$ cat config.mk
export PLATFORM = sky130hd
export DESIGN_NAME = dpct_timer
export DESIGN_NICKNAME = d
export VERILOG_FILES = /design/src/verilog/dpct_pkg.sv /design/src/verilog/dpct_prescale.sv /design/src/verilog/dpct_edge_in.sv /design/src/verilog/dpct_timer.sv
export VERILOG_INCLUDE_DIRS = /design/src /design/src/verilog
export SDC_FILE = /design/constraint.sdc
export NUM_CORES = 1
export LEC_CHECK = 0
export BUFFER_PORTS_ARGS = -buffer_cell sky130_fd_sc_hd__clkbuf_2
export CAP_MARGIN = 40
export CORE_AREA = 5 5 129 131
export DETAILED_ROUTE_END_ITERATION = 6
export DIE_AREA = 0 0 134 136
export PLACE_DENSITY = 0.77
export SLEW_MARGIN = 20
export SYNTH_ARGS = -nofsm -noshare
export SYNTH_HDL_FRONTEND = slang
export SYNTH_SLANG_ARGS = --single-unit
export TNS_END_PERCENT = 50
$ cat constraint.sdc
create_clock -name clock -period 3.5 [get_ports clock]
set_clock_uncertainty 0.05 [all_clocks]
set_input_delay 0.7 -clock clock [delete_from_list [all_inputs] [get_ports clock]]
set_output_delay 0.7 -clock clock [all_outputs]
set_load 0.005 [all_outputs]
$ cat src/verilog/dpct_map.svh
// Register map, field positions, reset values and filter counts
`ifndef DPCT_MAP_SVH
`define DPCT_MAP_SVH

// Register indices; the byte address is four times the index
`define DPCT_IDX_NCTL  4'h0
`define DPCT_IDX_CMN   4'h1
`define DPCT_IDX_WCTL  4'h2
`define DPCT_IDX_SHR   4'h3
`define DPCT_IDX_NHLO  4'h4
`define DPCT_IDX_NHHI  4'h5
`define DPCT_IDX_WHLO  4'h6
`define DPCT_IDX_WHHI  4'h7
`define DPCT_IDX_WCLO  4'h8
`define DPCT_IDX_WCHI  4'h9
`define DPCT_IDX_NCLO  4'hA
`define DPCT_IDX_NCHI  4'hB

// Narrow and wide control fields
`define DPCT_B_EN      7
`define DPCT_B_SGL     6
`define DPCT_B_TO      5
`define DPCT_B_CLKH    4
`define DPCT_B_CLKL    3
`define DPCT_B_CIE     2
`define DPCT_B_TIE     1
`define DPCT_B_PIN     0

// Common control fields
`define DPCT_B_DEMOD   7
`define DPCT_B_INSEL   6
`define DPCT_B_EDGH    5
`define DPCT_B_EDGL    4
`define DPCT_B_GLH     3
`define DPCT_B_GLL     2
`define DPCT_B_INIT    1
`define DPCT_B_PP      0

// Shared control fields
`define DPCT_B_PEDGE   7
`define DPCT_B_NEDGE   6
`define DPCT_SHR_RSVD  5'h1F

// Reset values and counter constants
`define DPCT_RST_BYTE  8'h00
`define DPCT_UNMAPPED  8'h00
`define DPCT_WIDE_ONES 16'hFFFF
`define DPCT_NTC       8'h01
`define DPCT_WTC       16'h0001

// Least stable width, in clocks, for glitch codes 0 to 3
`define DPCT_GLITCH0   4'h1
`define DPCT_GLITCH1   4'h2
`define DPCT_GLITCH2   4'h4
`define DPCT_GLITCH3   4'h8

`endif

$ cat src/verilog/dpct_pkg.sv
// Types shared by the counter/timer pair
package dpct_pkg;

   // Counter phase
   typedef enum logic [1:0] {
      PH_IDLE,
      PH_ARMED,
      PH_COUNT
   } dpct_phase_t;

   // Filtered edge pulses
   typedef struct packed {
      logic pos;
      logic neg;
   } dpct_edge_t;

   // Wide counter control fields kept as storage
   typedef struct packed {
      logic       single;
      logic [1:0] clk;
      logic       capIe;
      logic       toIe;
      logic       pinSel;
   } dpct_wctl_t;

endpackage

$ cat src/verilog/dpct_prescale.sv
// Count-clock enable divider, divide by 1, 2, 4 or 8
`timescale 1ns/1ps
module dpct_prescale (
   input  wire logic       clock,  // System clock
   input  wire logic       rst,    // Synchronous reset
   input  wire logic       run,    // Counter running
   input  wire logic [1:0] sel,    // Divide code
   output wire logic       tick    // One-cycle count enable
);
   logic [2:0] cnt;
   wire  [2:0] mask = (3'h1 << sel) - 3'h1;

   // Tick when the low bits selected by the code are all ones
   assign tick = run & ((cnt & mask) == mask); // see RULE5

   // Free count, restarted while the counter is stopped
   always_ff @(posedge clock) begin
      if (rst | ~run) begin
         cnt <= 3'h0;
      end else begin
         cnt <= cnt + 3'h1;
      end
   end
endmodule

$ cat src/verilog/dpct_edge_in.sv
// Input select, glitch filter and edge detector
`timescale 1ns/1ps
`include "dpct_map.svh"
module dpct_edge_in (
   input  wire logic       clock,    // System clock
   input  wire logic       rst,      // Synchronous reset
   input  wire logic       pinA,     // First edge input pin
   input  wire logic       pinB,     // Second edge input pin
   input  wire logic       pinSel,   // 1 watches the second pin
   input  wire logic [1:0] width,    // Glitch width code
   input  wire logic [1:0] edgeSel,  // Bit 0 rising, bit 1 falling
   output dpct_pkg::dpct_edge_t edges // Edge pulses
);
   logic       filt;
   logic       filtD;
   logic [3:0] stab;

   wire        raw  = pinSel ? pinB : pinA;
   wire  [3:0] need = (width == 2'h0) ? `DPCT_GLITCH0 :
                      (width == 2'h1) ? `DPCT_GLITCH1 :
                      (width == 2'h2) ? `DPCT_GLITCH2 :
                                        `DPCT_GLITCH3;
   wire  [3:0] stabInc = stab + 4'h1;

   // Accept a new level only after it held long enough
   always_ff @(posedge clock) begin
      if (rst) begin
         filt  <= 1'b0;
         filtD <= 1'b0;
         stab  <= 4'h0;
      end else begin
         filtD <= filt;
         if (raw == filt) begin
            stab <= 4'h0;
         end else if (stabInc >= need) begin // see RULE11
            filt <= raw;
            stab <= 4'h0;
         end else begin
            stab <= stabInc;
         end
      end
   end

   // Edge pulses qualified by the selection
   assign edges.pos = filt & ~filtD & edgeSel[0]; // see RULE10
   assign edges.neg = ~filt & filtD & edgeSel[1]; // see RULE10
endmodule

$ cat src/verilog/dpct_timer.sv
// Dual down-counting timer pair with Avalon-MM register access
//
// How it works
// RULE1: wide enable bit reads run state, starts/stops
// RULE2: transmit: modulo reloads, single pass stops
// RULE3: demodulation: select bit enables edge recognition
// RULE4: wide timeout flag, write one clears
// RULE5: clock field divides by 1,2,4,8
// RULE6: capture interrupt gated by its enable
// RULE7: timeout interrupt gated by its enable
// RULE8: output pin carries port or wide output
// RULE9: shared low five bits read ones
// RULE10: edge detector picks pin and polarity
// RULE11: glitch filter drops too-narrow pulses
// RULE12: idle narrow output is inverse init bit
// RULE13: narrow wrap to all ones is no timeout
// RULE14: software stops, then clears status separately
// RULE15: narrow demod: first edge starts, later capture
// RULE16: initial one forbidden, zero wraps without timeout
// RULE17: wide demod: first edge captures, reloads, counts
// RULE18: later edges capture complement, flag, reload ones
// RULE19: software sets single pass, ping-pong, then enables
// RULE20: restart reloads the programmed initial value
// RULE21: software avoids hold writes during reload
// RULE22: clock field, capture enable survive stop recovery
// RULE23: terminal count sets flag and gated request
//
// Decided for this implementation: the Avalon-MM register port.
`timescale 1ns/1ps
`include "dpct_map.svh"
module dpct_timer (
   input  wire logic       clock,            // 40 MHz system clock
   input  wire logic       rst,              // Power-on reset
   input  wire logic       stopRecover,      // Stop-mode recovery pulse
   input  wire logic [5:0] address,          // Byte address
   input  wire logic       read,             // Read request
   input  wire logic       write,            // Write request
   input  wire logic [7:0] writedata,        // Write data
   output logic      [7:0] readdata,         // Read data
   output logic            waitrequest,      // Stall
   input  wire logic       edgeInputPinA,    // Edge input pin a
   input  wire logic       edgeInputPinB,    // Edge input pin b
   input  wire logic       portOutValue,     // Ordinary port value
   output logic            wideOutputPin,    // Shared output pin
   output logic            narrowOutput,     // Narrow counter output
   output logic            narrowTimeoutIrq, // Narrow timeout pulse
   output logic            wideTimeoutIrq,   // Wide timeout pulse
   output logic            wideCaptureIrq    // Wide capture pulse
);
   // Register storage
   logic                   nSingle;
   logic                   nTo;
   logic [1:0]             nClk;
   logic                   nToIe;
   logic [7:0]             cmn;
   dpct_pkg::dpct_wctl_t   wCtl;
   logic                   wTo;
   logic                   posSt;
   logic                   negSt;
   logic [7:0]             nHoldLo;
   logic [7:0]             nHoldHi;
   logic [7:0]             wHoldLo;
   logic [7:0]             wHoldHi;
   logic [15:0]            wCap;
   logic [7:0]             nCapLo;
   logic [7:0]             nCapHi;

   // Counter state
   dpct_pkg::dpct_phase_t  nPh;
   dpct_pkg::dpct_phase_t  wPh;
   dpct_pkg::dpct_phase_t  next_nPh;
   dpct_pkg::dpct_phase_t  next_wPh;
   logic [7:0]             nCount;
   logic [7:0]             next_nCount;
   logic                   next_nOut;
   logic [15:0]            wCount;
   logic [15:0]            next_wCount;
   logic                   wOut;
   logic                   next_wOut;
   logic                   nTick;
   logic                   wTick;
   dpct_pkg::dpct_edge_t   edgeEv;

   // Bus decode
   wire        busReq = read | write;
   wire        wrEn   = write & ~waitrequest;
   wire [3:0]  regIdx = address[5:2];
   wire        hitN   = wrEn & (regIdx == `DPCT_IDX_NCTL);
   wire        hitC   = wrEn & (regIdx == `DPCT_IDX_CMN);
   wire        hitW   = wrEn & (regIdx == `DPCT_IDX_WCTL);
   wire        hitS   = wrEn & (regIdx == `DPCT_IDX_SHR);
   wire        wdEn   = writedata[`DPCT_B_EN];

   // Mode and shared terms
   wire        demod  = cmn[`DPCT_B_DEMOD];
   wire        ppOn   = cmn[`DPCT_B_PP];
   wire        initB  = cmn[`DPCT_B_INIT];
   wire        anyEdge = edgeEv.pos | edgeEv.neg;
   wire [15:0] wHold  = {wHoldHi, wHoldLo};
   wire        nRun   = (nPh != dpct_pkg::PH_IDLE);
   wire        wRun   = (wPh != dpct_pkg::PH_IDLE);

   // Terminal count is the step from one; zero wraps silently
   wire nTcHit = nTick & (nPh == dpct_pkg::PH_COUNT)
                 & (nCount == `DPCT_NTC);           // see RULE13
   wire wTcHit = wTick & (wPh == dpct_pkg::PH_COUNT)
                 & (wCount == `DPCT_WTC);           // see RULE16

   // Start, stop and ping-pong hand-over
   wire nStop  = (hitN & ~wdEn) | stopRecover;       // see RULE1
   wire wStop  = (hitW & ~wdEn) | stopRecover;       // see RULE1
   wire nStart = ~nRun & ((hitN & wdEn) | (ppOn & wTcHit));
   wire wStart = ~wRun & ((hitW & wdEn) | (ppOn & nTcHit));

   // Wide and narrow edge handling in demodulation
   wire wRecog  = demod & ~wCtl.single;              // see RULE3
   wire wFirst  = demod & anyEdge & (wPh == dpct_pkg::PH_ARMED);
   wire wCapSub = wRecog & anyEdge & (wPh == dpct_pkg::PH_COUNT);
   wire nCapEv  = demod & (nPh == dpct_pkg::PH_COUNT);

   // Read selection
   wire [7:0] rdNctl = {nRun, nSingle, nTo, nClk, 1'b0, nToIe, 1'b0};
   wire [7:0] rdWctl = {wRun, wCtl.single, wTo, wCtl.clk,
                        wCtl.capIe, wCtl.toIe, wCtl.pinSel}; // see RULE1
   wire [7:0] rdShr  = {posSt, negSt, 1'b0, `DPCT_SHR_RSVD}; // see RULE9
   wire [7:0] rdMux  =
      (regIdx == `DPCT_IDX_NCTL) ? rdNctl :
      (regIdx == `DPCT_IDX_CMN)  ? cmn :
      (regIdx == `DPCT_IDX_WCTL) ? rdWctl :
      (regIdx == `DPCT_IDX_SHR)  ? rdShr :
      (regIdx == `DPCT_IDX_NHLO) ? nHoldLo :
      (regIdx == `DPCT_IDX_NHHI) ? nHoldHi :
      (regIdx == `DPCT_IDX_WHLO) ? wHoldLo :
      (regIdx == `DPCT_IDX_WHHI) ? wHoldHi :
      (regIdx == `DPCT_IDX_WCLO) ? wCap[7:0] :
      (regIdx == `DPCT_IDX_WCHI) ? wCap[15:8] :
      (regIdx == `DPCT_IDX_NCLO) ? nCapLo :
      (regIdx == `DPCT_IDX_NCHI) ? nCapHi : `DPCT_UNMAPPED;

   // Count-clock dividers
   dpct_prescale u_nPre (
      .clock (clock),
      .rst   (rst),
      .run   (nRun),
      .sel   (nClk),
      .tick  (nTick)
   );

   dpct_prescale u_wPre (
      .clock (clock),
      .rst   (rst),
      .run   (wRun),
      .sel   (wCtl.clk),
      .tick  (wTick)
   );

   // Input filter and edge detector
   dpct_edge_in u_edge (
      .clock   (clock),
      .rst     (rst),
      .pinA    (edgeInputPinA),
      .pinB    (edgeInputPinB),
      .pinSel  (cmn[`DPCT_B_INSEL]),
      .width   (cmn[`DPCT_B_GLH:`DPCT_B_GLL]),
      .edgeSel (cmn[`DPCT_B_EDGH:`DPCT_B_EDGL]),
      .edges   (edgeEv)
   );

   // One wait cycle, then the access completes
   always_ff @(posedge clock) begin
      if (rst) begin
         waitrequest <= 1'b1;
         readdata    <= `DPCT_RST_BYTE;
      end else begin
         waitrequest <= ~(busReq & waitrequest);
         if (read & waitrequest) readdata <= rdMux;
      end
   end

   // Narrow counter next state
   always_comb begin
      next_nPh    = nPh;
      next_nCount = nCount;
      next_nOut   = narrowOutput;
      if (nStop) begin
         next_nPh = dpct_pkg::PH_IDLE;
      end else if (nStart) begin
         next_nPh    = demod ? dpct_pkg::PH_ARMED : dpct_pkg::PH_COUNT;
         next_nOut   = initB;
         next_nCount = initB ? nHoldHi : nHoldLo;    // see RULE20
      end else begin
         case (nPh)
            dpct_pkg::PH_ARMED: begin
               if (anyEdge) next_nPh = dpct_pkg::PH_COUNT; // see RULE15
            end
            dpct_pkg::PH_COUNT: begin
               if (nTcHit) begin
                  if (demod | nSingle) begin
                     next_nPh = dpct_pkg::PH_IDLE;
                  end else begin
                     next_nOut   = ~narrowOutput;
                     next_nCount = narrowOutput ? nHoldLo : nHoldHi;
                  end
               end else if (nTick) begin
                  next_nCount = nCount - 8'h01;
               end
            end
            default: ;
         endcase
      end
      if (nPh == dpct_pkg::PH_IDLE && !nStart) begin
         next_nOut = ~initB;                         // see RULE12
      end
   end

   // Wide counter next state
   always_comb begin
      next_wPh    = wPh;
      next_wCount = wCount;
      next_wOut   = wOut;
      if (wStop) begin
         next_wPh = dpct_pkg::PH_IDLE;
      end else if (wStart) begin
         next_wPh    = demod ? dpct_pkg::PH_ARMED : dpct_pkg::PH_COUNT;
         next_wCount = wHold;                        // see RULE20
      end else begin
         case (wPh)
            dpct_pkg::PH_ARMED: begin
               if (wFirst) begin                     // see RULE17
                  next_wPh    = dpct_pkg::PH_COUNT;
                  next_wCount = wHold;
               end
            end
            dpct_pkg::PH_COUNT: begin
               if (wCapSub) begin
                  next_wCount = `DPCT_WIDE_ONES;     // see RULE18
               end else if (wTcHit) begin
                  if (demod | wCtl.single) begin     // see RULE2
                     next_wPh = dpct_pkg::PH_IDLE;
                  end else begin
                     next_wCount = wHold;            // see RULE2
                     next_wOut   = ~wOut;
                  end
               end else if (wTick) begin
                  next_wCount = wCount - 16'h0001;   // see RULE16
               end
            end
            default: ;
         endcase
      end
   end

   // Counter registers
   always_ff @(posedge clock) begin
      if (rst) begin
         nPh          <= dpct_pkg::PH_IDLE;
         wPh          <= dpct_pkg::PH_IDLE;
         nCount       <= `DPCT_RST_BYTE;
         wCount       <= {`DPCT_RST_BYTE, `DPCT_RST_BYTE};
         narrowOutput <= 1'b1;
         wOut         <= 1'b0;
      end else begin
         nPh          <= next_nPh;
         wPh          <= next_wPh;
         nCount       <= next_nCount;
         wCount       <= next_wCount;
         narrowOutput <= next_nOut;
         wOut         <= next_wOut;
      end
   end

   // Capture registers
   always_ff @(posedge clock) begin
      if (rst) begin
         wCap   <= {`DPCT_RST_BYTE, `DPCT_RST_BYTE};
         nCapLo <= `DPCT_RST_BYTE;
         nCapHi <= `DPCT_RST_BYTE;
      end else begin
         if (wFirst | wCapSub) wCap <= ~wCount;      // see RULE18
         if (nCapEv & edgeEv.pos) nCapHi <= ~nCount; // see RULE15
         if (nCapEv & edgeEv.neg) nCapLo <= ~nCount; // see RULE15
      end
   end

   // Hold and common control registers
   always_ff @(posedge clock) begin
      if (rst) begin
         cmn     <= `DPCT_RST_BYTE;
         nHoldLo <= `DPCT_RST_BYTE;
         nHoldHi <= `DPCT_RST_BYTE;
         wHoldLo <= `DPCT_RST_BYTE;
         wHoldHi <= `DPCT_RST_BYTE;
      end else begin
         if (hitC) cmn <= writedata;
         if (wrEn && regIdx == `DPCT_IDX_NHLO) nHoldLo <= writedata;
         if (wrEn && regIdx == `DPCT_IDX_NHHI) nHoldHi <= writedata;
         if (wrEn && regIdx == `DPCT_IDX_WHLO) wHoldLo <= writedata;
         if (wrEn && regIdx == `DPCT_IDX_WHHI) wHoldHi <= writedata;
      end
   end

   // Narrow control; recovery clears it
   always_ff @(posedge clock) begin
      if (rst | stopRecover) begin
         nSingle <= 1'b0;
         nClk    <= 2'h0;
         nToIe   <= 1'b0;
      end else if (hitN) begin
         nSingle <= writedata[`DPCT_B_SGL];
         nClk    <= writedata[`DPCT_B_CLKH:`DPCT_B_CLKL];
         nToIe   <= writedata[`DPCT_B_TIE];
      end
   end

   // Wide fields that stop recovery leaves alone
   always_ff @(posedge clock) begin
      if (rst) begin                                 // see RULE22
         wCtl.clk   <= 2'h0;
         wCtl.capIe <= 1'b0;
      end else if (hitW) begin
         wCtl.clk   <= writedata[`DPCT_B_CLKH:`DPCT_B_CLKL]; // see RULE5
         wCtl.capIe <= writedata[`DPCT_B_CIE];       // see RULE6
      end
   end

   // Wide fields that stop recovery clears
   always_ff @(posedge clock) begin
      if (rst | stopRecover) begin
         wCtl.single <= 1'b0;
         wCtl.toIe   <= 1'b0;
         wCtl.pinSel <= 1'b0;
      end else if (hitW) begin
         wCtl.single <= writedata[`DPCT_B_SGL];
         wCtl.toIe   <= writedata[`DPCT_B_TIE];      // see RULE7
         wCtl.pinSel <= writedata[`DPCT_B_PIN];      // see RULE8
      end
   end

   // Sticky status; a setting event wins over the clear
   always_ff @(posedge clock) begin
      if (rst | stopRecover) begin
         nTo   <= 1'b0;
         wTo   <= 1'b0;
         posSt <= 1'b0;
         negSt <= 1'b0;
      end else begin
         if (nTcHit) nTo <= 1'b1;                    // see RULE23
         else if (hitN & writedata[`DPCT_B_TO]) nTo <= 1'b0;
         if (wTcHit) wTo <= 1'b1;                    // see RULE4
         else if (hitW & writedata[`DPCT_B_TO]) wTo <= 1'b0; // see RULE4
         if (wCapSub & edgeEv.pos) posSt <= 1'b1;    // see RULE18
         else if (hitS & writedata[`DPCT_B_PEDGE]) posSt <= 1'b0;
         if (wCapSub & edgeEv.neg) negSt <= 1'b1;    // see RULE18
         else if (hitS & writedata[`DPCT_B_NEDGE]) negSt <= 1'b0;
      end
   end

   // Interrupt pulses and output pin
   always_ff @(posedge clock) begin
      if (rst) begin
         narrowTimeoutIrq <= 1'b0;
         wideTimeoutIrq   <= 1'b0;
         wideCaptureIrq   <= 1'b0;
         wideOutputPin    <= 1'b0;
      end else begin
         narrowTimeoutIrq <= nTcHit & nToIe;         // see RULE23
         wideTimeoutIrq   <= wTcHit & wCtl.toIe;     // see RULE7
         wideCaptureIrq   <= wCapSub & wCtl.capIe;   // see RULE6
         wideOutputPin    <= wCtl.pinSel ? wOut : portOutValue; // see RULE8
      end
   end
endmodule

==> results of run 1 <==
-- cells by family after synthesis --
group | count (synthesis)
muxes | 69
xor gates and xnor gates | 15
DFF | 141
AOI/OAI and AO/OA | 231
adders and majority gates | 11
and+or+nand+nor | 339
buffers and inverters | 78
-- Yosys cell counts, types with 6 or more instances --
master	count
sky130_fd_sc_hd__a211oi_1	27
sky130_fd_sc_hd__a211oi_2	6
sky130_fd_sc_hd__a21o_1	8
sky130_fd_sc_hd__a21oi_1	74
sky130_fd_sc_hd__a31oi_1	12
sky130_fd_sc_hd__and3b_1	6
sky130_fd_sc_hd__buf_2	7
sky130_fd_sc_hd__buf_6	6
sky130_fd_sc_hd__clkbuf_1	37
sky130_fd_sc_hd__dfxtp_1	141
sky130_fd_sc_hd__ha_1	11
sky130_fd_sc_hd__inv_1	16
sky130_fd_sc_hd__mux2_2	16
sky130_fd_sc_hd__mux2i_1	50
sky130_fd_sc_hd__nand2_1	86
sky130_fd_sc_hd__nand2b_1	11
sky130_fd_sc_hd__nand3_1	49
sky130_fd_sc_hd__nand4_1	6
sky130_fd_sc_hd__nor2_1	103
sky130_fd_sc_hd__nor2b_1	12
sky130_fd_sc_hd__nor3_1	18
sky130_fd_sc_hd__nor3b_1	7
sky130_fd_sc_hd__o211ai_1	6
sky130_fd_sc_hd__o21ai_0	25
sky130_fd_sc_hd__o221ai_1	6
sky130_fd_sc_hd__o22ai_1	21
sky130_fd_sc_hd__o2bb2ai_1	8
sky130_fd_sc_hd__xnor2_1	8
sky130_fd_sc_hd__xor2_1	7
-- stage by stage --
stage	setup slack (ns)	std cells	total power [mW]	hold slack, ns	utilization [%]
after CTS	0.579	1109	3.80	0.405	54.5
after global routing	0.346	1109	3.89	0.411	54.5
after floorplan	0.852	884	1.79	0.383	-
after global placement	0.502	1075	1.87	0.390	50.2
final	0.539	1109	3.78	0.404	54.5
after detailed placement	0.478	1077	1.87	0.396	50.4
-- registers in the layout, summed over array words and instances, names as in the netlist, 6 cells and up --
name and flops:
wHoldHi 8, wCap 16, nHoldLo 8, wHoldLo 8, readdata 8, wCount 16, nHoldHi 8, nCapLo 8
nCount 8, rdWctl 6, cmn 8, nCapHi 8
-- area by class of cell --
cell class	count	share of cell area, %
Timing Repair Buffer	63	4.86
Tap cell	192	2.85
Inverter	16	0.711
Multi-Input combinational cell	665	50.6
Clock buffer	22	5.62
Clock inverter	10	1.91
Sequential cell	141	33.4
-- worst register-to-register path, stage by stage, from the launching register on --
cell and delay (ns):
sky130_fd_sc_hd__dfxtp_1 0.42, sky130_fd_sc_hd__nor4_4 0.37, sky130_fd_sc_hd__nand3_1 0.26, sky130_fd_sc_hd__nor4_1 0.57
sky130_fd_sc_hd__o21a_1 0.62, sky130_fd_sc_hd__and2_1 0.24, sky130_fd_sc_hd__buf_4 0.18, sky130_fd_sc_hd__a221oi_1 0.10
-- power by group through the flow --
stage / Combinational (mW) / Sequential, mW / Clock (mW)
final: 0.218 / 1.63 / 1.94
after global routing: 0.234 / 1.63 / 2.03
after CTS: 0.213 / 1.63 / 1.96
after detailed placement: 0.211 / 1.66 / 0
after global placement: 0.206 / 1.66 / 0
after floorplan: 0.132 / 1.66 / 0
-- how the worst min path moves through the flow --
stage	slack, ns	from	to	depth (start not counted)
final	0.40	readdata[4]	readdata[4]	2
after global routing	0.41	readdata[1]	readdata[1]	2
after CTS	0.40	readdata[4]	readdata[4]	2
after detailed placement	0.40	readdata[1]	readdata[1]	2
after global placement	0.39	readdata[4]	readdata[4]	2
after floorplan	0.38	u_edge.stab[0]	u_edge.stab[0]	1
-- layer usage --
layer  wire length, µm  up-vias  GRT usage [%]
met3              1970       77           4.37
met5                 0        -              0
met4              1300        0           16.3
met2             10100      380           39.2
met1              9180     3253           33.4
li1                  -     3276              -
==> results_tabular.tex, run 1 <==
\begin{tabular}{lr}
\hline
Metric & Value \\
\hline
\multicolumn{2}{l}{\textbf{Run status}} \\
\quad Status & finished, final reports clean \\
\multicolumn{2}{l}{\textbf{Drt}} \\
\quad Post-route DRC violation count & 0 \\
\quad Via density per instance & 6.30 \\
\quad DR iter-0 viols & 784 \\
\quad Detailed Routing Iterations Pass 1 & 5 \\
\quad Detailed-route wire length per cell & 20.3 µm \\
\quad Total vias in the final route & 6986 \\
\quad Antenna Violating Nets Remaining & 0 \\
\quad Post-Route WL & 22600 µm \\
\multicolumn{2}{l}{\textbf{Clocking}} \\
\quad Number of sinks on the clock net & 141 \\
\quad Number of buffers added to fix hold violations after cts & 0 \\
\quad Clock buffers created by TritonCTS & 17 \\
\quad Post-CTS Resized & 0 \\
\quad CTS tree & built \\
\quad Worst-skew pair later-pin latency & 0.43 ns \\
\quad Postcts setup bufs & 0 \\
\quad Clock tree root buffer cell & sky130\_fd\_sc\_hd\_\_clkbuf\_16 \\
\quad Htree depth & 4 \\
\quad Maximum root-to-sink buffer count & 2 \\
\quad Worst-path clk slew & 0.06 ns \\
\multicolumn{2}{l}{\textbf{Setup path}} \\
\quad Stages on worst setup path & 7 \\
\quad Maximum net fanout on the critical path & 15 \\
\quad Startpoint Class & flop \\
\quad Reg-to-reg slack, setup & 0.54 ns \\
\quad Cell family contributing the most delay on the critical path & simple AND/OR/NAND/NOR gates \\
\quad Worst path slowest cell & sky130\_fd\_sc\_hd\_\_o21a\_1 \\
\quad Data required time at the worst endpoint & 3.74 ns \\
\quad Critical R2R Capture & wCount[14] \\
\quad Number of cells on the worst reg-to-reg path & 7 \\
\quad Critical setup path kind & flop to flop \\
\quad Series of cell instances along the critical path & nor4\_4, nand3\_1, nor4\_1, o21a\_1, and2\_1, buf\_4, a221oi\_1 \\
\quad Crit. End Element & flop \\
\quad Delay of the slowest cell on the worst path & 0.62 ns \\
\quad Total buffers and inverters traversed by the critical path & 1 \\
\quad RR Startpoint & nCount[2] \\
\quad Crit path launch & nCount[2] \\
\quad Capture point of the worst path & wCount[14] \\
\quad Data arrival time of the critical path & 3.20 ns \\
\multicolumn{2}{l}{\textbf{Synth}} \\
\quad Post-synthesis mux area share & 10.0\% \\
\quad Average size of a mapped cell & 8.46 µm² \\
\quad Number of warnings issued by yosys & 0 \\
\quad Main synth FF type & sky130\_fd\_sc\_hd\_\_dfxtp\_1 \\
\quad Combinational family with the most area after synthesis & simple AND/OR/NAND/NOR gates \\
\quad Post-synthesis cell type with the largest combined area & sky130\_fd\_sc\_hd\_\_dfxtp\_1 \\
\quad Xor/xnor share of the synthesized area & 1.76\% \\
\quad Cell variety after synth & 75 \\
\quad Number of enable-type register cells in the synthesized netlist & 0 \\
\quad Cells after Synth & 884 \\
\quad Leading post-synthesis cells by cell area & sky130\_fd\_sc\_hd\_\_dfxtp\_1 38\%, sky130\_fd\_sc\_hd\_\_mux2i\_1 6.7\%, sky130\_fd\_sc\_hd\_\_nor2\_1 5.2\%, sky130\_fd\_sc\_hd\_\_a21oi\_1 5.0\%, sky130\_fd\_sc\_hd\_\_nand2\_1 4.3\% \\
\quad Share of the yosys chip area belonging to registers & 37.8\% \\
\quad Synthesized flop and latch total & 141 \\
\quad Top cell type's share of synthesized area & 37.8\% \\
\quad Asr flop ratio synth & 0\% \\
\quad Post-synthesis compound-gate area fraction & 20.7\% \\
\quad Adder and majority cell fraction of the synthesized area & 1.84\% \\
\quad Total nets after synthesis & 917 \\
\quad Post-synthesis share of cell area spent on and, or, nand and nor gates & 22.8\% \\
\quad Area of the mapped netlist & 7480 µm² \\
\multicolumn{2}{l}{\textbf{STA}} \\
\quad Slew Viols, Final & 0 \\
\quad RSZ-0062 raised after global routing & false \\
\quad Post-Route Setup TNS & 0 ns \\
\quad Number of failing hold endpoints at the final stage & 0 \\
\quad Share of the clock period used by the worst path & 84.6\% \\
\quad Worst rel slew slack & 45.7\% \\
\quad Worst-margin pin slew & 0.811 ns \\
\quad Number of endpoints failing setup at the final stage & 0 \\
\quad Highest attainable clock frequency & 338 MHz \\
\quad Final critical path time including I/O delays and setup & 2.96 ns \\
\multicolumn{2}{l}{\textbf{Global route}} \\
\quad Remaining Overflow, GRT & 0 \\
\quad Wire length of the first global-routing pass & 36300 µm \\
\quad Maximum number of pins on one net before global-route repair & 70 \\
\quad Via count of the first global-routing pass & 6598 \\
\quad GRT Overall Usage & 25.5\% \\
\quad Antenna violations before repair & 0 \\
\multicolumn{2}{l}{\textbf{Placed design}} \\
\quad Total of buffers placed on input and output ports & 33 \\
\quad Final HPWL DP & 15700 µm \\
\quad Placer Congestion & 0.905 \\
\quad Cell Area, Placed & 7810 µm² \\
\multicolumn{2}{l}{\textbf{Power}} \\
\quad Worst ir drop on vdd & 0.389 mV \\
\quad Logic pwr share & 5.8\% \\
\quad Switch share & 22.5\% \\
\quad Sequential group share of total power & 43.0\% \\
\quad Fraction of power consumed by the clock network & 51.2\% \\
\quad Sw Pwr & 853 µW \\
\quad Cell area power density & 448 nW/µm² \\
\quad Standby leakage power & 3.12 nW \\
\quad Design internal power & 2.93 mW \\
\multicolumn{2}{l}{\textbf{Run}} \\
\quad Number of maximum-capacitance constraint violations & 0 \\
\multicolumn{2}{l}{\textbf{Layout}} \\
\quad Top library cells by usage in the layout, fill and taps aside & 141 x sky130\_fd\_sc\_hd\_\_dfxtp\_1, 102 x sky130\_fd\_sc\_hd\_\_nor2\_1, 86 x sky130\_fd\_sc\_hd\_\_nand2\_1 \\
\quad Area growth, synth to finish & 12.9\% \\
\quad Layout net count & 937 \\
\quad Most frequent standard cell in the layout excluding fill and tap cells & sky130\_fd\_sc\_hd\_\_dfxtp\_1 \\
\quad Area of the multi-input gates & 4270 µm² \\
\quad Final-layout fill cell count & 1371 \\
\quad Layout cell share with drive strength beyond 1 & 15.5\% \\
\quad Sequential cell area & 2820 µm² \\
\quad Design Area, Final & 8440 µm² \\
\quad Antenna fix cells & 0 \\
\multicolumn{2}{l}{\textbf{Min path}} \\
\quad Path class of the lowest-slack min-delay path & flop to flop \\
\multicolumn{2}{l}{\textbf{Die}} \\
\quad Die width & 134 µm \\
\quad Initial Util & 48.3\% \\
\quad Vertical extent of the die & 136 µm \\
\quad Die area & 18200 µm² \\
\quad Number of top-level pins & 36 \\
\quad Area inside the core boundary & 15500 µm² \\
\quad Number of standard-cell rows in the floorplan & 46 \\
\hline
\end{tabular}
Power figures use the tool's default switching activity.
==> run 2: changes to the inputs <==
--- a/config.mk
+++ b/config.mk
@@ -11,7 +11,7 @@
 export CORE_AREA = 5 5 129 131
 export DETAILED_ROUTE_END_ITERATION = 6
 export DIE_AREA = 0 0 134 136
-export PLACE_DENSITY = 0.77
+export PLACE_DENSITY = 0.8
 export SLEW_MARGIN = 20
 export SYNTH_ARGS = -nofsm -noshare
 export SYNTH_HDL_FRONTEND = slang
==> constraint.sdc (replaced) <==
create_clock -name clock -period 2.72 [get_ports clock]
set_clock_uncertainty 0.05 [all_clocks]
set_input_delay 0.544 -clock clock [delete_from_list [all_inputs] [get_ports clock]]
set_output_delay 0.544 -clock clock [all_outputs]
set_load 0.005 [all_outputs]
==> run 2 against run 1 <==
The flow now finishes with violations (DRC). Register-to-register slack worse by 0.43 ns. Cell count increased by 1.6%. Fmax increased by 14%. Sequential share of layout area down 0.41 points. Critical endpoint unchanged. Sequential power increased by 28%. Die area is the same. Clock power is 15% higher. Global-route usage is 0.68 points lower. Routed wire length shrank 0.22%. Combinational power rose by 33%. Core utilization is 0.67 points higher. Critical path depth shrank 1. Largest power group unchanged.
==> results_tabular.tex, run 2 (synthesis results as in run 1) <==
\begin{tabular}{lr}
\hline
Metric & Value \\
\hline
\multicolumn{2}{l}{\textbf{Setup path}} \\
\quad Reg-to-reg slack, setup & 0.11 ns \\
\quad Startpoint Class & flop \\
\quad Worst path slowest cell & sky130\_fd\_sc\_hd\_\_or4\_4 \\
\quad Data required time at the worst endpoint & 3.00 ns \\
\quad Most numerous cell on the critical path & sky130\_fd\_sc\_hd\_\_or4\_4 \\
\quad Critical R2R Capture & wCount[14] \\
\quad Number of cells on the worst reg-to-reg path & 6 \\
\quad Data arrival time of the critical path & 2.88 ns \\
\quad RR Startpoint & wCount[11] \\
\quad Total buffers and inverters traversed by the critical path & 0 \\
\quad Delay of the slowest cell on the worst path & 0.70 ns \\
\quad Critical setup path kind & flop to flop \\
\quad Crit. End Element & flop \\
\quad Maximum net fanout on the critical path & 16 \\
\quad Series of cell instances along the critical path & or2\_1, or4\_4, or4\_4, nand2\_4, o211ai\_1, a221oi\_1 \\
\quad Cell family contributing the most delay on the critical path & simple AND/OR/NAND/NOR gates \\
\multicolumn{2}{l}{\textbf{Layout}} \\
\quad Area growth, synth to finish & 14.3\% \\
\quad Biggest registers after layout & wCap (16), wCount (16) \\
\quad Area of the multi-input gates & 4280 µm² \\
\quad Sequential cell area & 2820 µm² \\
\quad Final-layout fill cell count & 1300 \\
\quad Most frequent standard cell in the layout excluding fill and tap cells & sky130\_fd\_sc\_hd\_\_dfxtp\_1 \\
\quad Utilization after layout & 55.2\% \\
\quad Top library cells by usage in the layout, fill and taps aside & 141 x sky130\_fd\_sc\_hd\_\_dfxtp\_1, 102 x sky130\_fd\_sc\_hd\_\_nor2\_1, 86 x sky130\_fd\_sc\_hd\_\_nand2\_1 \\
\quad Antenna fix cells & 0 \\
\quad Layout cell share with drive strength beyond 1 & 17.0\% \\
\quad Layout net count & 957 \\
\multicolumn{2}{l}{\textbf{STA}} \\
\quad Highest attainable clock frequency & 383 MHz \\
\quad Final critical path time including I/O delays and setup & 2.61 ns \\
\quad Share of the clock period used by the worst path & 95.9\% \\
\quad Final setup margin & 0.112 ns \\
\quad Worst-margin pin slew & 0.753 ns \\
\quad Worst rel slew slack & 49.7\% \\
\quad Number of endpoints failing setup at the final stage & 0 \\
\quad Post-Route Setup TNS & 0 ns \\
\quad Number of failing hold endpoints at the final stage & 0 \\
\quad RSZ-0062 raised after global routing & false \\
\quad Slew Viols, Final & 0 \\
\multicolumn{2}{l}{\textbf{Drt}} \\
\quad Detailed Routing Iterations Pass 1 & 7 \\
\quad Antenna Violating Nets Remaining & 0 \\
\quad Via density per instance & 6.34 \\
\quad Detailed-route wire length per cell & 20.0 µm \\
\quad Total vias in the final route & 7143 \\
\quad Post-route DRC violation count & 3 \\
\quad Post-Route WL & 22500 µm \\
\quad DR iter-0 viols & 827 \\
\multicolumn{2}{l}{\textbf{Min path}} \\
\quad Path class of the lowest-slack min-delay path & input pin to flop \\
\quad Start point of the worst hold path & read \\
\quad Worst hold path depth & 2 \\
\quad Worst min-delay path endpoint & waitrequest \\
\multicolumn{2}{l}{\textbf{Placed design}} \\
\quad Total of buffers placed on input and output ports & 33 \\
\quad Final HPWL DP & 15900 µm \\
\quad Post-Place Setup Slack & -0.0121 ns \\
\quad Placer Congestion & 0.973 \\
\multicolumn{2}{l}{\textbf{Die}} \\
\quad Initial Util & 48.3\% \\
\quad Area inside the core boundary & 15500 µm² \\
\quad Die area & 18200 µm² \\
\quad Number of top-level pins & 36 \\
\quad Die width & 134 µm \\
\quad Vertical extent of the die & 136 µm \\
\quad Number of standard-cell rows in the floorplan & 46 \\
\multicolumn{2}{l}{\textbf{Power}} \\
\quad Standby leakage power & 3.20 nW \\
\quad Worst ir drop on vdd & 0.390 mV \\
\quad Cell area power density & 540 nW/µm² \\
\multicolumn{2}{l}{\textbf{Clocking}} \\
\quad Number of sinks on the clock net & 141 \\
\quad Clock buffers created by TritonCTS & 17 \\
\quad Maximum root-to-sink buffer count & 2 \\
\quad CTS tree & built \\
\quad Worst-skew pair later-pin latency & 0.43 ns \\
\quad Worst-path clk slew & 0.06 ns \\
\quad Clock tree root buffer cell & sky130\_fd\_sc\_hd\_\_clkbuf\_16 \\
\quad Htree depth & 4 \\
\quad Postcts setup bufs & 0 \\
\multicolumn{2}{l}{\textbf{Global route}} \\
\quad Wire length of the first global-routing pass & 35300 µm \\
\quad Remaining Overflow, GRT & 0 \\
\quad Antenna violations before repair & 1 \\
\quad Maximum number of pins on one net before global-route repair & 77 \\
\quad Via count of the first global-routing pass & 6443 \\
\quad GRT Overall Usage & 24.9\% \\
\multicolumn{2}{l}{\textbf{Run status}} \\
\quad Status & finished with violations \\
\quad Failing checks & DRC \\
\multicolumn{2}{l}{\textbf{Run}} \\
\quad Number of maximum-capacitance constraint violations & 0 \\
\hline
\end{tabular}
-- run 2: worst max path at each step --
stage | start | to | slack, ns | cells past startpoint
finish | wCount[11] | wCount[14] | 0.11 | 6
global route | wCount[11] | wCount[14] | 0.03 | 6
CTS | wCount[1] | wCount[14] | 0.11 | 8
detailed placement | address[2] | nCount[3] | -0.01 | 8
global placement | address[2] | nCount[2] | 0.06 | 6
floorplan | address[4] | wCount[15] | 0.23 | 9
-- run 2: per-stage QoR --
stage,power (mW),cells,hold slack (ns),instance area (µm²)
2_1_floorplan,2.31,884,0.383,7480
5_1_grt,4.74,1127,0.299,8550
3_3_place_gp,2.41,1095,0.388,7950
3_5_place_dp,2.41,1096,0.396,7950
6_report,4.62,1127,0.299,8550
4_1_cts,4.61,1126,0.288,8510
-- run 2: final cells by class --
type / count / area share (%)
clock inverters: 7 / 1.05
inverters: 16 / 0.703
flip-flops and latches: 141 / 33.0
well taps: 192 / 2.81
repair buffers: 83 / 6.85
clock buffers: 23 / 5.48
multi-input cells: 665 / 50.1
-- run 2: repair_timing --
item                                    in CTS  in global routing
endpoints found under the setup margin       0                  3
resized for setup                            0                  1
hold buffers                                 0                  0
-- run 2: per-layer routing --
metal  share of wire, %  track usage, %  wire (µm)
met2                 46            39.8      10400
met5              0.036               0          8
met4                4.8            12.9       1070
met3                9.7            5.81       2190
met1                 39            31.4       8840
-- run 2: power breakdown --
part / internal, mW / switching [mW] / leakage [nW]
logic: 0.0940 / 0.195 / 1.80
clock network: 1.38 / 0.853 / 0.269
registers: 2.08 / 0.0147 / 1.14
total: 3.55 / 1.06 / 3.20
==> run 3: changes to the inputs <==
--- a/config.mk
+++ b/config.mk
@@ -8,9 +8,9 @@
 export LEC_CHECK = 0
 export BUFFER_PORTS_ARGS = -buffer_cell sky130_fd_sc_hd__clkbuf_2
 export CAP_MARGIN = 40
-export CORE_AREA = 5 5 129 131
+export CORE_AREA = 5 5 164 103
 export DETAILED_ROUTE_END_ITERATION = 6
-export DIE_AREA = 0 0 134 136
+export DIE_AREA = 0 0 169 108
 export PLACE_DENSITY = 0.8
 export SLEW_MARGIN = 20
 export SYNTH_ARGS = -nofsm -noshare
==> run 3 against run 2 <==
The run still ends with DRC left. Hold slack improved by 0.012 ns. Clock-buffer cell count fell by 5. Sequential cell count did not move. Register-to-register slack got worse by 0.02 ns. Power rose by 5.2%. Non-clock buffer count rose by 2. Global-route usage rose by 0.76 points. Fmax fell by 0.80%. Critical path type unchanged. Highest routed layer is now met4.
==> results_tabular.tex, run 3 (synthesis results as in run 1) <==
\begin{tabular}{lr}
\hline
Metric & Value \\
\hline
\multicolumn{2}{l}{\textbf{Drt}} \\
\quad Post-route DRC violation count & 15 \\
\quad DR iter-0 viols & 1139 \\
\quad Detailed-route wire length per cell & 20.8 µm \\
\quad Post-Route WL & 23800 µm \\
\quad Detailed Routing Iterations Pass 1 & 7 \\
\quad Via density per instance & 6.38 \\
\quad Total vias in the final route & 7288 \\
\quad Antenna Violating Nets Remaining & 0 \\
\multicolumn{2}{l}{\textbf{Placed design}} \\
\quad Total of buffers placed on input and output ports & 33 \\
\quad Post-Place Setup Slack & 0.0599 ns \\
\quad Cell Area, Placed & 8000 µm² \\
\quad Placer Congestion & 0.997 \\
\quad Number of placed instances with taps included & 1106 \\
\quad Final HPWL DP & 16800 µm \\
\multicolumn{2}{l}{\textbf{Clocking}} \\
\quad Number of buffers added to fix hold violations after cts & 0 \\
\quad CTS tree & built \\
\quad Clock tree root buffer cell & sky130\_fd\_sc\_hd\_\_clkbuf\_16 \\
\quad Worst-skew pair later-pin latency & 0.43 ns \\
\quad Clock buffers created by TritonCTS & 17 \\
\quad Htree depth & 4 \\
\quad Number of sinks on the clock net & 141 \\
\quad Worst-path clk slew & 0.07 ns \\
\quad Maximum root-to-sink buffer count & 2 \\
\multicolumn{2}{l}{\textbf{Power}} \\
\quad Cell area power density & 561 nW/µm² \\
\quad Sum of internal, switching and leakage power & 4.86 mW \\
\quad Standby leakage power & 3.25 nW \\
\quad Worst ir drop on vdd & 0.371 mV \\
\multicolumn{2}{l}{\textbf{Setup path}} \\
\quad Data arrival time of the critical path & 2.89 ns \\
\quad Number of cells on the worst reg-to-reg path & 6 \\
\quad Crit. End Element & flop \\
\quad Worst path slowest cell & sky130\_fd\_sc\_hd\_\_or4\_4 \\
\quad Delay of the slowest cell on the worst path & 0.68 ns \\
\quad Series of cell instances along the critical path & or2\_1, or4\_4, or4\_4, nand2\_4, o211ai\_1, a221oi\_1 \\
\quad Most numerous cell on the critical path & sky130\_fd\_sc\_hd\_\_or4\_4 \\
\quad Maximum net fanout on the critical path & 16 \\
\quad Data required time at the worst endpoint & 2.98 ns \\
\quad Startpoint Class & flop \\
\quad Critical setup path kind & flop to flop \\
\multicolumn{2}{l}{\textbf{Layout}} \\
\quad Layout net count & 959 \\
\quad Final std cells w/o fill & 1142 \\
\quad Layout cell share with drive strength beyond 1 & 17.8\% \\
\quad Area growth, synth to finish & 15.8\% \\
\quad Antenna fix cells & 0 \\
\quad Design Area, Final & 8660 µm² \\
\quad Utilization after layout & 57.3\% \\
\quad Top library cells by usage in the layout, fill and taps aside & 141 x sky130\_fd\_sc\_hd\_\_dfxtp\_1, 102 x sky130\_fd\_sc\_hd\_\_nor2\_1, 86 x sky130\_fd\_sc\_hd\_\_nand2\_1 \\
\quad Most frequent standard cell in the layout excluding fill and tap cells & sky130\_fd\_sc\_hd\_\_dfxtp\_1 \\
\quad Biggest registers after layout & wCap (16), wCount (16) \\
\multicolumn{2}{l}{\textbf{STA}} \\
\quad Worst hold slack & 0.310 ns \\
\quad Slew Viols, Final & 0 \\
\quad Post-Route Setup TNS & 0 ns \\
\quad Final setup margin & 0.0909 ns \\
\quad Worst-margin pin slew & 0.734 ns \\
\quad Final critical path time including I/O delays and setup & 2.63 ns \\
\quad Worst rel slew slack & 50.6\% \\
\quad Highest attainable clock frequency & 380 MHz \\
\quad Number of endpoints failing setup at the final stage & 0 \\
\quad Number of failing hold endpoints at the final stage & 0 \\
\quad Share of the clock period used by the worst path & 96.7\% \\
\multicolumn{2}{l}{\textbf{Global route}} \\
\quad Remaining Overflow, GRT & 0 \\
\quad Antenna violations before repair & 0 \\
\quad Maximum number of pins on one net before global-route repair & 47 \\
\quad GRT Overall Usage & 25.6\% \\
\quad Via count of the first global-routing pass & 6557 \\
\quad Wire length of the first global-routing pass & 36600 µm \\
\multicolumn{2}{l}{\textbf{Die}} \\
\quad Die width & 169 µm \\
\quad Number of standard-cell rows in the floorplan & 35 \\
\quad Initial Util & 49.5\% \\
\quad Die area & 18300 µm² \\
\quad Number of top-level pins & 36 \\
\quad Area inside the core boundary & 15100 µm² \\
\quad Vertical extent of the die & 108 µm \\
\multicolumn{2}{l}{\textbf{Run}} \\
\quad Number of maximum-capacitance constraint violations & 0 \\
\multicolumn{2}{l}{\textbf{Run status}} \\
\quad Status & finished with violations \\
\quad Failing checks & DRC \\
\multicolumn{2}{l}{\textbf{Min path}} \\
\quad Worst hold path depth & 2 \\
\quad Path class of the lowest-slack min-delay path & input pin to flop \\
\hline
\end{tabular}
## run 3: changes by cell type in the layout (fill, tap and decap cells not counted)
cell                         before  now
sky130_fd_sc_hd__clkinvlp_4       2    0
sky130_fd_sc_hd__buf_4           47   48
sky130_fd_sc_hd__clkbuf_1         4    0
sky130_fd_sc_hd__clkbuf_8         2    1
sky130_fd_sc_hd__clkinv_4         0    5
sky130_fd_sc_hd__inv_6            0    5
sky130_fd_sc_hd__clkinv_2         3    1
sky130_fd_sc_hd__bufinv_16        2    3
sky130_fd_sc_hd__buf_12           2    5
sky130_fd_sc_hd__buf_2            1    0
sky130_fd_sc_hd__buf_16           1    0
## run 3: critical path: cells and delay by family (launching register included)
kind / cells / cell delay (ns)
simple gates: 4 / 1.65
compound gates: 2 / 0.45
flops: 1 / 0.36
## run 3: where the power goes
group	leakage, nW	internal, mW	switching, mW
clock network	0.306	1.49	0.980
logic	1.80	0.0939	0.203
registers	1.14	2.08	0.0145
total	3.25	3.66	1.20
## run 3: area by class of cell
cell class	instances	area [µm²]
Clock inverter	14	183
Sequential cell	141	2820
Tap cell	203	254
Timing Repair Buffer	85	621
Inverter	16	60.1
Fill cell	1311	6450
Multi-Input combinational cell	665	4280
Clock buffer	18	439
## run 3: final timing paths
path                     from  slack (ns)           to
setup / recovery   wCount[11]        0.09    wCount[2]
hold reg to reg   readdata[1]        0.40  readdata[1]
setup reg to reg   wCount[11]        0.09    wCount[2]
hold / removal           read        0.31  waitrequest
## run 3: per-layer routing
layer / vias to the layer above / share of wire, % / global-route usage [%]
met1: 3416 / 44 / 38.3
li1: 3311 / - / -
met2: 495 / 39 / 33.9
met4: 0 / 2.3 / 7.52
met3: 66 / 15 / 9.43
met5: - / 0 / 0
## run 3: repair_timing
action / 4_1_cts / 5_1_grt
setup buffers: 0 / 4
endpoints found under the setup margin: 0 / 14
gates resized for setup: 0 / 1
endpoints found under the hold margin: 0 / 0
